**src/pmm_pkg.sv**
```systemverilog
// What this block does
// RULE_01 - 100M transmit error sends HALT; 10M ignores it
// RULE_02 - Coder bypassed: transmit error is data bit four
// RULE_03 - Nibble transmit data; serial uses bit zero only
// RULE_04 - MAC holds enable exactly over valid data
// RULE_05 - Transmit clock 25, 2.5 or 10 MHz
// RULE_06 - Receive clock at same mode rates
// RULE_07 - Management clock no faster than 2.5 MHz
// RULE_08 - Receive nibbles on receive clock; serial bit zero
// RULE_09 - Interrupt low on link, speed, duplex change
// RULE_10 - Carrier sense: node half-duplex includes transmit
// RULE_11 - Carrier pin strap selects coder bypass
// RULE_12 - Collision in half-duplex only, else zero
// RULE_13 - Receive valid exactly while data valid
// RULE_14 - Receive error on bad group; bypass bit four
// RULE_15 - Receive error pin strap selects repeater role
// RULE_16 - Low output enable floats receive outputs; rx_er_o stays driven outside reset
// RULE_17 - Low reset initializes; straps latched at reset
// RULE_18 - Management frames follow clause 22 with turnaround
//
// Purpose: Shared constants and carriers for the MII port of a 10/100 transceiver.
// Assumes: Core clock of 100 MHz; all pins sampled synchronously to it.
// Notes: Register offsets are word indices on a plain 16-bit register port.
`default_nettype none
package pmm_pkg;
    // Core clock period
    localparam int CLK_NS = 10;
    // Link clock periods in ns, per mode
    localparam int PER_100_NS = 40;
    localparam int PER_10S_NS = 100;
    localparam int PER_10N_NS = 400;
    // Half periods in core cycles
    localparam logic [4:0] HALF_100 = 5'((PER_100_NS / CLK_NS) / 2);
    localparam logic [4:0] HALF_10S = 5'((PER_10S_NS / CLK_NS) / 2);
    localparam logic [4:0] HALF_10N = 5'((PER_10N_NS / CLK_NS) / 2);
    // HALT code group substituted on transmit error
    localparam logic [4:0] HALT_CODE = 5'h04;
    // Management frame figures
    localparam logic [5:0] MD_PRE_LEN = 6'h20;
    localparam logic [5:0] MD_HDR_LAST = 6'h0d;
    localparam logic [5:0] MD_DATA_LAST = 6'h0f;
    localparam logic [1:0] MD_OP_RD = 2'h2;
    localparam logic [1:0] MD_OP_WR = 2'h1;
    // Register indices
    localparam logic [3:0] REG_CTRL = 4'h0;
    localparam logic [3:0] REG_STAT = 4'h1;
    localparam logic [3:0] REG_IRQ_STAT = 4'h2;
    localparam logic [3:0] REG_IRQ_CLR = 4'h3;
    localparam logic [3:0] REG_IRQ_EN = 4'h4;
    // Control fields
    localparam int CTRL_SPEED100 = 0;
    localparam int CTRL_SERIAL = 1;
    localparam int CTRL_FDX = 2;
    localparam logic [2:0] CTRL_RST = 3'h1;
    // Interrupt fields
    localparam int IRQ_LINK = 0;
    localparam int IRQ_SPEED = 1;
    localparam int IRQ_DUPLEX = 2;
    localparam logic [2:0] IRQ_EN_RST = 3'h7;
    // Management state machine
    typedef enum logic [2:0] {
        PMM_MD_IDLE = 3'b000,
        PMM_MD_HDR = 3'b001,
        PMM_MD_TA = 3'b010,
        PMM_MD_RD = 3'b011,
        PMM_MD_WR = 3'b100
    } pmm_md_state_t;
    // Code group handed to the transmit coder
    typedef struct packed {
        logic valid;
        logic raw;
        logic [4:0] data;
    } pmm_tx_sym_t;
    // Code group from the receive decoder
    typedef struct packed {
        logic carrier;
        logic valid;
        logic err;
        logic [4:0] data;
    } pmm_rx_sym_t;
endpackage
`default_nettype wire

```
**src/pmm_mii_port.sv**
```systemverilog
// Purpose: MAC-facing MII port: clocks, data paths, carrier, collision, straps,
//          management slave and status interrupt.
// Assumes: All pins synchronous to core_clk; management clock slow against it.
// Notes: Two-way pins are split into input, output and output enable.
`timescale 1ns/1ps
`default_nettype none
module pmm_mii_port (
    // Clock and resets
    input wire logic core_clk,
    input wire logic sys_rst,
    input wire logic phy_reset_n,
    // Register port
    input wire logic [3:0] reg_addr,
    input wire logic [15:0] reg_wdata,
    input wire logic reg_wr,
    input wire logic reg_rd,
    output logic [15:0] reg_rdata,
    // MAC transmit
    input wire logic [3:0] txd,
    input wire logic tx_en,
    input wire logic tx_er,
    output logic tx_clk,
    // MAC receive
    output logic [3:0] rxd,
    output logic rx_dv,
    output logic rx_clk,
    output logic rx_oe,
    input wire logic rx_outputs_enable,
    input wire logic rx_er_i,
    output logic rx_er_o,
    output logic rx_er_oe,
    // Carrier and collision
    input wire logic crs_i,
    output logic crs_o,
    output logic crs_oe,
    output logic col,
    // Management
    input wire logic mdc,
    input wire logic mdio_i,
    output logic mdio_o,
    output logic mdio_oe,
    input wire logic [4:0] phy_addr,
    output logic status_change_irq_n,
    // Coder side
    output pmm_pkg::pmm_tx_sym_t tx_sym,
    input wire pmm_pkg::pmm_rx_sym_t rx_sym,
    input wire logic link_ok
);
    import pmm_pkg::*;

    // Register read decode, shared by the port and the management slave
    function automatic logic [15:0] reg_read(input logic [3:0] a, input logic [2:0] ctrl,
                                             input logic [6:0] stat, input logic [2:0] ist,
                                             input logic [2:0] ien);
        logic [15:0] r;
        r = 16'h0000;
        case (a)
            REG_CTRL: r = {13'h0000, ctrl};
            REG_STAT: r = {9'h000, stat};
            REG_IRQ_STAT: r = {13'h0000, ist};
            REG_IRQ_EN: r = {13'h0000, ien};
            default: r = 16'h0000;
        endcase
        return r;
    endfunction

    // Either reset source initializes everything
    logic rst;
    assign rst = sys_rst | ~phy_reset_n; // RULE_17

    // Software state
    logic [2:0] ctrl_reg, ctrl_next;
    logic [2:0] irq_stat_reg, irq_stat_next;
    logic [2:0] irq_en_reg, irq_en_next;
    logic [15:0] reg_rdata_next;
    // Latched straps
    logic bypass_reg;
    logic repeater_reg;
    // Previous status for change detection
    logic link_q_reg;
    logic [2:0] ctrl_q_reg;
    // Link clock divider
    logic [4:0] div_reg, div_next;
    logic lclk_reg;
    logic [4:0] half_sel;
    logic div_wrap;
    logic rise_tick;
    logic fall_tick;
    // Transmit sample
    logic tx_active_reg;
    pmm_tx_sym_t tx_sym_next;
    // Receive outputs
    logic [3:0] rxd_next;
    logic rx_er_next;
    // Management slave
    pmm_md_state_t md_state_reg, md_state_next;
    logic [5:0] md_cnt_reg, md_cnt_next;
    logic [15:0] md_sh_reg, md_sh_next;
    logic [3:0] md_addr_reg, md_addr_next;
    logic md_rd_reg, md_rd_next;
    logic mdio_o_next, mdio_oe_next;
    logic md_wr_next;
    logic mdc_q_reg;
    logic mdc_rise;
    logic [12:0] md_hdr;
    // Shared write path
    logic wr_any;
    logic [3:0] wr_addr;
    logic [15:0] wr_data;
    logic [6:0] stat_word;
    logic [2:0] events;

    // Mode fields
    logic speed100, serial10, fdx;
    assign speed100 = ctrl_reg[CTRL_SPEED100];
    assign serial10 = ctrl_reg[CTRL_SERIAL] & ~speed100;
    assign fdx = ctrl_reg[CTRL_FDX];

    // Straps caught while reset is held; pins are released then
    always_ff @(posedge core_clk) begin
        if (rst) begin
            bypass_reg <= crs_i; // RULE_11
            repeater_reg <= rx_er_i; // RULE_15
        end
    end

    // Link clock rate per mode; receive clock derived from the same reference
    assign half_sel = speed100 ? HALF_100 : (serial10 ? HALF_10S : HALF_10N); // RULE_05 RULE_06
    assign div_wrap = (div_reg >= half_sel - 5'h01);
    assign div_next = div_wrap ? 5'h00 : div_reg + 5'h01;
    assign rise_tick = div_wrap & ~lclk_reg;
    assign fall_tick = div_wrap & lclk_reg;

    // Divider and clock flip-flop
    always_ff @(posedge core_clk) begin
        if (rst) begin
            div_reg <= 5'h00;
            lclk_reg <= 1'b0;
        end else begin
            div_reg <= div_next;
            if (div_wrap) begin
                lclk_reg <= ~lclk_reg;
            end
        end
    end
    assign tx_clk = lclk_reg; // RULE_05
    assign rx_clk = lclk_reg; // RULE_06

    // Transmit code group: HALT, raw five bits, nibble or serial bit
    always_comb begin
        tx_sym_next.valid = tx_en; // RULE_04
        tx_sym_next.raw = bypass_reg;
        tx_sym_next.data = {1'b0, txd};
        if (bypass_reg) begin
            tx_sym_next.data = {tx_er, txd}; // RULE_02
        end else if (speed100 && tx_en && tx_er) begin
            tx_sym_next.raw = 1'b1;
            tx_sym_next.data = HALT_CODE; // RULE_01
        end else if (serial10) begin
            tx_sym_next.data = {4'h0, txd[0]}; // RULE_03
        end
    end

    // Sample the MAC at each rising link clock edge
    always_ff @(posedge core_clk) begin
        if (rst) begin
            tx_sym <= '0;
            tx_active_reg <= 1'b0;
        end else if (rise_tick) begin
            tx_sym <= tx_sym_next; // RULE_03
            tx_active_reg <= tx_en; // RULE_04
        end
    end

    // Receive data: serial mode keeps only bit zero, others read low
    assign rxd_next = serial10 ? {3'h0, rx_sym.data[0]} : rx_sym.data[3:0]; // RULE_08
    assign rx_er_next = bypass_reg ? rx_sym.data[4] : (rx_sym.valid & rx_sym.err); // RULE_14

    // Receive outputs change on the falling edge so the MAC samples them stable
    always_ff @(posedge core_clk) begin
        if (rst) begin
            rxd <= 4'h0;
            rx_dv <= 1'b0;
            rx_er_o <= 1'b0;
        end else if (fall_tick) begin
            rxd <= rx_sym.valid ? rxd_next : 4'h0; // RULE_08
            rx_dv <= rx_sym.valid; // RULE_13
            rx_er_o <= rx_er_next; // RULE_14
        end
    end

    // Receive group except rx_er_o floats when disabled; strap pins float during reset
    assign rx_oe = rx_outputs_enable & ~rst; // RULE_16
    assign rx_er_oe = ~rst; // RULE_15
    assign crs_oe = ~rst; // RULE_11

    // Carrier: transmit counts only for a half-duplex node
    assign crs_o = rx_sym.carrier | (tx_active_reg & ~repeater_reg & ~fdx); // RULE_10
    // Collision: both directions busy at half duplex, forced low at full
    assign col = ~fdx & rx_sym.carrier & tx_active_reg; // RULE_12

    // Status word and change events
    assign stat_word = {rx_dv, tx_active_reg, col, crs_o, repeater_reg, bypass_reg, link_ok};
    assign events[IRQ_LINK] = link_q_reg ^ link_ok; // RULE_09
    assign events[IRQ_SPEED] = ctrl_q_reg[CTRL_SPEED100] ^ ctrl_reg[CTRL_SPEED100]; // RULE_09
    assign events[IRQ_DUPLEX] = ctrl_q_reg[CTRL_FDX] ^ ctrl_reg[CTRL_FDX]; // RULE_09

    // Port write wins over a management write in the same cycle
    assign wr_any = reg_wr | md_wr_next;
    assign wr_addr = reg_wr ? reg_addr : md_addr_reg;
    assign wr_data = reg_wr ? reg_wdata : {md_sh_reg[14:0], mdio_i};

    // Next values of software registers; a new event beats a clear
    assign ctrl_next = (wr_any && wr_addr == REG_CTRL) ? wr_data[2:0] : ctrl_reg;
    assign irq_en_next = (wr_any && wr_addr == REG_IRQ_EN) ? wr_data[2:0] : irq_en_reg;
    assign irq_stat_next = (irq_stat_reg & ~((wr_any && wr_addr == REG_IRQ_CLR) ? wr_data[2:0] : 3'h0))
                           | events;
    assign reg_rdata_next = reg_rd ? reg_read(reg_addr, ctrl_reg, stat_word, irq_stat_reg, irq_en_reg)
                                   : 16'h0000;

    // Register file
    always_ff @(posedge core_clk) begin
        if (rst) begin
            ctrl_reg <= CTRL_RST;
            irq_en_reg <= IRQ_EN_RST;
            irq_stat_reg <= 3'h0;
            ctrl_q_reg <= CTRL_RST;
            link_q_reg <= 1'b0;
            reg_rdata <= 16'h0000;
        end else begin
            ctrl_reg <= ctrl_next;
            irq_en_reg <= irq_en_next;
            irq_stat_reg <= irq_stat_next;
            ctrl_q_reg <= ctrl_reg;
            link_q_reg <= link_ok;
            reg_rdata <= reg_rdata_next;
        end
    end

    // Level interrupt, active low while an enabled status bit stands
    assign status_change_irq_n = ~|(irq_stat_reg & irq_en_reg); // RULE_09

    // Management clock edge; the entity keeps it slow enough to see every edge
    assign mdc_rise = mdc & ~mdc_q_reg; // RULE_07
    assign md_hdr = {md_sh_reg[11:0], mdio_i};

    // Management frame slave: preamble, header, turnaround, data
    always_comb begin
        md_state_next = md_state_reg;
        md_cnt_next = md_cnt_reg;
        md_sh_next = md_sh_reg;
        md_addr_next = md_addr_reg;
        md_rd_next = md_rd_reg;
        mdio_o_next = mdio_o;
        mdio_oe_next = mdio_oe;
        md_wr_next = 1'b0;
        if (mdc_rise) begin
            case (md_state_reg)
                PMM_MD_IDLE: begin
                    // Count ones; a zero after a full preamble is the start bit
                    if (mdio_i) begin
                        md_cnt_next = (md_cnt_reg == MD_PRE_LEN) ? md_cnt_reg : md_cnt_reg + 6'h01;
                    end else if (md_cnt_reg == MD_PRE_LEN) begin
                        md_state_next = PMM_MD_HDR; // RULE_18
                        md_cnt_next = 6'h01;
                        md_sh_next = 16'h0000;
                    end else begin
                        md_cnt_next = 6'h00;
                    end
                end
                PMM_MD_HDR: begin
                    md_sh_next = {md_sh_reg[14:0], mdio_i};
                    md_cnt_next = md_cnt_reg + 6'h01;
                    if (md_cnt_reg == MD_HDR_LAST) begin
                        // Start bit, opcode and address must all match
                        md_cnt_next = 6'h00;
                        md_addr_next = md_hdr[3:0];
                        md_rd_next = (md_hdr[11:10] == MD_OP_RD);
                        md_sh_next = reg_read(md_hdr[3:0], ctrl_reg, stat_word, irq_stat_reg, irq_en_reg);
                        if (md_hdr[12] && md_hdr[9:5] == phy_addr && md_hdr[4] == 1'b0
                            && (md_hdr[11:10] == MD_OP_RD || md_hdr[11:10] == MD_OP_WR)) begin
                            md_state_next = PMM_MD_TA; // RULE_18
                        end else begin
                            md_state_next = PMM_MD_IDLE;
                        end
                    end
                end
                PMM_MD_TA: begin
                    // Second turnaround bit is a driven zero on reads
                    md_cnt_next = md_cnt_reg + 6'h01;
                    if (md_cnt_reg == 6'h00) begin
                        mdio_oe_next = md_rd_reg; // RULE_18
                        mdio_o_next = 1'b0;
                    end else begin
                        md_cnt_next = 6'h00;
                        md_state_next = md_rd_reg ? PMM_MD_RD : PMM_MD_WR;
                        if (md_rd_reg) begin
                            mdio_o_next = md_sh_reg[15];
                            md_sh_next = {md_sh_reg[14:0], 1'b0};
                        end
                    end
                end
                PMM_MD_RD: begin
                    // Shift read data out, then release the pin
                    md_cnt_next = md_cnt_reg + 6'h01;
                    mdio_o_next = md_sh_reg[15];
                    md_sh_next = {md_sh_reg[14:0], 1'b0};
                    if (md_cnt_reg == MD_DATA_LAST) begin
                        mdio_oe_next = 1'b0; // RULE_18
                        mdio_o_next = 1'b0;
                        md_cnt_next = 6'h00;
                        md_state_next = PMM_MD_IDLE;
                    end
                end
                PMM_MD_WR: begin
                    // Collect write data; the last bit writes the register
                    md_cnt_next = md_cnt_reg + 6'h01;
                    md_sh_next = {md_sh_reg[14:0], mdio_i};
                    if (md_cnt_reg == MD_DATA_LAST) begin
                        md_wr_next = 1'b1;
                        md_cnt_next = 6'h00;
                        md_state_next = PMM_MD_IDLE;
                    end
                end
                default: begin
                    md_state_next = PMM_MD_IDLE;
                    md_cnt_next = 6'h00;
                    mdio_oe_next = 1'b0;
                end
            endcase
        end
    end

    // Management state flip-flops
    always_ff @(posedge core_clk) begin
        if (rst) begin
            md_state_reg <= PMM_MD_IDLE;
            md_cnt_reg <= 6'h00;
            md_sh_reg <= 16'h0000;
            md_addr_reg <= 4'h0;
            md_rd_reg <= 1'b0;
            mdio_o <= 1'b0;
            mdio_oe <= 1'b0;
            mdc_q_reg <= 1'b0;
        end else begin
            md_state_reg <= md_state_next;
            md_cnt_reg <= md_cnt_next;
            md_sh_reg <= md_sh_next;
            md_addr_reg <= md_addr_next;
            md_rd_reg <= md_rd_next;
            mdio_o <= mdio_o_next;
            mdio_oe <= mdio_oe_next;
            mdc_q_reg <= mdc;
        end
    end
endmodule // pmm_mii_port
`default_nettype wire

```
**config.mk**
```make
export PLATFORM = sky130hd
export DESIGN_NAME = pmm_mii_port
export DESIGN_NICKNAME = d
export VERILOG_FILES = /design/src/pmm_pkg.sv /design/src/pmm_mii_port.sv
export SDC_FILE = /design/constraint.sdc
export NUM_CORES = 1
export LEC_CHECK = 0
export BUFFER_PORTS_ARGS = -buffer_cell sky130_fd_sc_hd__buf_2
export CORE_ASPECT_RATIO = 0.6
export CORE_MARGIN = 2
export CORE_UTILIZATION = 32
export DETAILED_ROUTE_END_ITERATION = 16
export SLEW_MARGIN = 20
export SYNTH_ARGS = -nofsm -noshare
export SYNTH_HDL_FRONTEND = slang
export SYNTH_SLANG_ARGS = --single-unit
```
**constraint.sdc**
```tcl
create_clock -name core_clk -period 2.8 [get_ports core_clk]
set_input_delay 0.14 -clock core_clk [delete_from_list [all_inputs] [get_ports core_clk]]
set_output_delay 0.14 -clock core_clk [all_outputs]
set_load 0.02 [all_outputs]
```
-- After elaboration in Yosys (flattened, before gate mapping)
Index checks and enable logic that the tools add are counted.
- equality and inequality tests: 28
- bitwise logic cells: 30
- muxes and demuxes: 46
- magnitude comparators: 1
- reductions and logical operators: 28
- add/sub/neg operators: 3
- operators by type and width (kind ; count):
    $mux 16 ; 5
    $pmux 16 s5 ; 1
    $pmux 7 s4 ; 2
    $mux 6 ; 5
    $mux 3 ; 8
    $pmux 6 s4 ; 1
    $mux 5 ; 4
    $mux 4 ; 4
    $ne 2x2->1 const B ; 7
    $eq 4x2->1 const B ; 3
    $eq 4x3->1 const B ; 3
    $eq 6x4->1 const B ; 2
    $logic_not 4->1 ; 3
    $mux 1 ; 12
    $pmux 3 s4 ; 1
    $reduce_and 6->1 ; 2
    $and 1x1->1 ; 10
    $not 1->1 ; 10
    $eq 4x1->1 const B ; 2
    $logic_and 1x1->1 ; 8
    $add 6x1->6 const B ; 1
    $and 3x3->3 ; 2
    $eq 3x2->1 const B ; 2
    $eq 6x6->1 const B ; 1
    28 further kinds ; 37
- input bits: 50
- output and inout port bits: 39
- flip-flop bits (word level): 83
- logic and storage cells: 160

-- Longest topological paths before layout
- word-level depth: 10
- depth in mapped cells: 9
- gate-level depth less buffers: 7

-- Least setup slack after synthesis
No wires, ideal clock.
- kind: flip-flop to flip-flop
- start: reg ctrl_reg[0]
- end: reg tx_sym[1] (netlist bit)
- buffers on the path: 1
- cell stages (with the launch flop): 9
- required time: 2.730 ns
- arrival: 2.052 ns
- setup slack: 0.678 ns
- clock period less this slack: 2.122 ns
- setup time: 0.070 ns
- cells stage by stage: dfxtp_1 clkbuf_1 or2_2 ha_1 o21a_1 nor2_1 o21a_1 or4b_2 a21oi_1
- longest elaborated chain between the ends: 7
- elaborated cells on any way between the ends: 12
- those cells by class: 1 x add/sub; 1 x order compare; 5 x mux; 3 x bitwise; 2 x reduce/logical
- RTL lines (item ; line ; RTL):
    from (decl) ; pmm_mii_port.sv:72 ; logic [2:0] ctrl_reg, ctrl_next;
    from (signal assigned) ; pmm_mii_port.sv:231 ; ctrl_reg <= ctrl_next;
    $not 1->1 ; pmm_mii_port.sv:116 ; assign serial10 = ctrl_reg[CTRL_SERIAL] & ~speed100;
    $and 1x1->1 ; pmm_mii_port.sv:116 ;
    $mux 5 (2 in series) ; pmm_mii_port.sv:128 ; assign half_sel = speed100 ? HALF_100 : (serial10 ? HALF_10S : HALF_10N);
    $sub 5x1->5 ; pmm_mii_port.sv:129 ; assign div_wrap = (div_reg >= half_sel - 5'h01);
    $ge 5x5->1 ; pmm_mii_port.sv:129 ;
    $and 1x1->1 ; pmm_mii_port.sv:131 ; assign rise_tick = div_wrap & ~lclk_reg;
    to (signal assigned) ; pmm_mii_port.sv:170 ; tx_sym <= tx_sym_next;
    to (decl) ; pmm_mii_port.sv:45 ; output pmm_pkg::pmm_tx_sym_t tx_sym,
Parallel ways exist; a longest one is shown, timed or not.
A chain may end at the register's enable or synchronous reset.

-- Worst setup path after layout
- start: reg md_cnt_reg[0]
- end: reg md_sh_reg[0]
- longest elaborated chain between the ends: 3
- elaborated cells on any way between the ends: 8
- those cells by class: 4 x eq/ne; 2 x mux; 2 x reduce/logical
- RTL lines (item ; line ; RTL):
    from (decl) ; pmm_mii_port.sv:97 ; logic [5:0] md_cnt_reg, md_cnt_next;
    from (signal assigned) ; pmm_mii_port.sv:347 ; md_cnt_reg <= md_cnt_next;
    $eq 6x4->1, or another cell as far along ; pmm_mii_port.sv:274 ; if (md_cnt_reg == MD_HDR_LAST) begin
    $mux 16 or $ne 2x2->1 (tied branches) ; - ;
    $pmux 16 s5 or $reduce_and 6->1 (tied branches) ; - ;
    to (signal assigned) ; pmm_mii_port.sv:348 ; md_sh_reg <= md_sh_next;
    to (decl) ; pmm_mii_port.sv:98 ; logic [15:0] md_sh_reg, md_sh_next;
Parallel ways exist; a longest one is shown, timed or not.

==> flow_summary.toml <==
[synth]
synth.yosys.seq_area_share_pct = 37.0
synth_cell_types = 67
yosysTopAreaCellShare_pct = 35.5
synthCells = 479
async_reset_ff_share_pct = 0
synth_area_leaders = "dfxtp_1, a21oi_1, mux2i_1"
synth_top_flop_cell = "dfxtp_1"
synth-edff-count = 2
synth_top_area_cell = "dfxtp_1"
netlist_area_um2 = 4000
yosys_warnings = 0
synth_seq_cells = 73
syn_avg_cell_area_um2 = 8.35

[timing]
fmax_mhz = 422
fin_skew_ps = 9.53
min_period_ps = 2370
finalSetupTns_ps = 0
hold_viol_final = 0
worstMarginPinSlew_ps = 774
setup_viol = 0
post-route-period-util_pct = 84.7
fin_hold_ws_ps = 70.2
slew_headroom_pct = 47.6
rsz0062_at_grt = "false"
final_max_slew_viol_count = 0

[setup_path]
crit_chain = "inv_1 -> ha_1 -> or4b_4 -> mux2_4 -> o211a_1 -> o21ai_0 -> a21oi_1"
cp_slowest_stage_delay_ps = 500
reg2reg_to = "md_sh_reg[0]"
path_max_fanout = 19
r2r_cells = 7
rrSetupSlack_ps = 430
start_kind = "register"
rr_startpoint = "md_cnt_reg[0]"
critPathBufInv = 1
crit_path_top_delay_cell = "or4b_4"
crit_arrival_ps = 2550
path_depth = 7
cp-end-kind = "register"
worstSetupPathType = "register to register"
crit_required_ps = 2980
crit_family = "compound AO/OA/AOI/OAI gates"

[grt]
grt_pass1_vias = 3338
grt_antenna_before_repair = 0
grt_first_pass_wirelength_um = 17700
grt_overflow = 0
grt_usage_pct = 16.6
grt_max_degree = 29

[worst_hold_path]
hold_depth = 3
hp-start = "tx_en"
hold_class = "input port to register"
whs_endpoint = "tx_active_reg"

[floorplan]
die_w_um = 148
start_util_pct = 33.0
placementRows = 31
coreArea_um2 = 12100
io_pins = 89
dieHeight_um = 90.6
die-area_um2 = 13400

[placement]
port_buffers = 66
hpwl_um = 8090
place.gp.congestion = 0.899
dp.cells = 681
dpl_cell_area_um2 = 4380

[power_and_ir_drop]
ir_drop_v = 0.000304
power_density_nw_per_um2 = 549
p_leak_nw = 1.94

[cts]
cts.path.max_buffers = 2
htreeDepth = 3
cts_tree = "done"
cts_buffers = 9
clock-sinks = 73
clkTransAtPathRegs_ps = 60
root_buffer = "clkbuf_16"
clk_latency_ps = 330

[layout]
fillers = 1224
final_cells = 699
final_cell_mix = "dfxtp_1, buf_2, a21oi_1"
final_common_cell = "dfxtp_1"
utilization_pct = 39.0
stdcell_area_um2 = 4740
drive_gt1_share_pct = 21.0
synthToLayoutAreaGrowth_pct = 18.4
diodes = 0
largest_reg_flops = 16
fin_nets = 588

[routing]
drt-total-wl_um = 11000
wl_per_cell_um = 15.7
vias = 3688
viasPerCell = 5.28
drc = 0
drt_iter0_markers = 319
ant_nets = 0
dr.pass1.iters = 4

[status]
outcome = "complete, no violations"

[run]
maxCapViolCount = 0
==> synth_stat cells, types with 5 or more instances <==
cell type	number
a211oi_1	5
a21oi_1	48
and2_1	12
and3_1	5
and3b_1	7
buf_2	5
buf_4	13
clkbuf_1	21
dfxtp_1	71
ha_1	9
inv_1	11
mux2_2	5
mux2i_1	16
nand2_1	34
nand2b_1	7
nand3_1	23
nand4_1	7
nor2_1	35
nor2b_1	5
nor3_1	10
nor3b_1	7
nor4b_1	6
o21ai_0	32
xnor2_1	7
xor2_1	5
==> worst max path at each step <==
stage              endpoint  slack, ps           from
6_report       md_sh_reg[0]        430  md_cnt_reg[0]
5_1_grt        md_sh_reg[0]        260  md_cnt_reg[0]
4_1_cts        md_sh_reg[0]        440  md_cnt_reg[0]
3_5_place_dp   md_sh_reg[0]        460  md_cnt_reg[0]
3_3_place_gp   md_sh_reg[2]        490  md_cnt_reg[0]
2_1_floorplan     tx_sym[1]        680    ctrl_reg[0]
==> worst register-to-register path, stage by stage, from the launching register on <==
cell	delay, ps
dfxtp_1	370
inv_1	80
ha_1	150
or4b_4	500
mux2_4	340
o211a_1	470
o21ai_0	260
a21oi_1	60
==> routing by layer <==
layer  track usage [%]  wire, um  vias to the layer above
li1                  -         -                     1815
met1              25.9      5660                     1728
met2              22.0      4230                      136
met3              4.75      1020                        9
met4              3.81       102                        0
met5                 0         0                        -
==> cells by family (layout without fill, tap and decap cells) <==
kind of cell               Yosys count  after routing  synth area share, %
other                                1              9               0.0937
AOI/OAI and AO/OA                  129            129                 19.9
and+or+nand+nor                    175            175                 24.1
DFF                                 73             73                 37.0
adders and majority gates           10             10                 3.06
xor gates and xnor gates            12             12                 2.63
buffers and inverters               57            104                 7.38
muxes                               22             22                 5.78
==> through the flow <==
stage | worst slack [ps] | power [mW]
floorplan | 678 | 1.25
global placement | 489 | 1.32
detailed placement | 460 | 1.33
CTS | 444 | 2.63
global route | 260 | 2.70
finish | 430 | 2.60
==> power by group <==
part	switching [mW]	total, mW	internal (mW)
Sequential	0.0210	1.08	1.06
Clock	0.454	1.29	0.839
Combinational	0.145	0.230	0.0855
Total	0.620	2.60	1.98
==> final cells by class <==
| class | count | area [um^2] | area share [%] |
|---|---|---|---|
| Multi-Input combinational cell | 357 | 2260 | 47.6 |
| Sequential cell | 73 | 1480 | 31.3 |
| Timing Repair Buffer | 76 | 410 | 8.66 |
| Clock buffer | 11 | 254 | 5.36 |
| Tap cell | 165 | 206 | 4.36 |
| Clock inverter | 5 | 85.1 | 1.80 |
| Inverter | 12 | 45.0 | 0.950 |
==> timing repair <==
| action | in CTS | in global routing |
|---|---|---|
| gates resized for setup | 0 | 0 |
| hold buffers | 2 | 0 |
| setup buffers | 0 | 0 |
| endpoints found under the hold margin | 2 | 0 |
(Power assumes the default switching activity.)
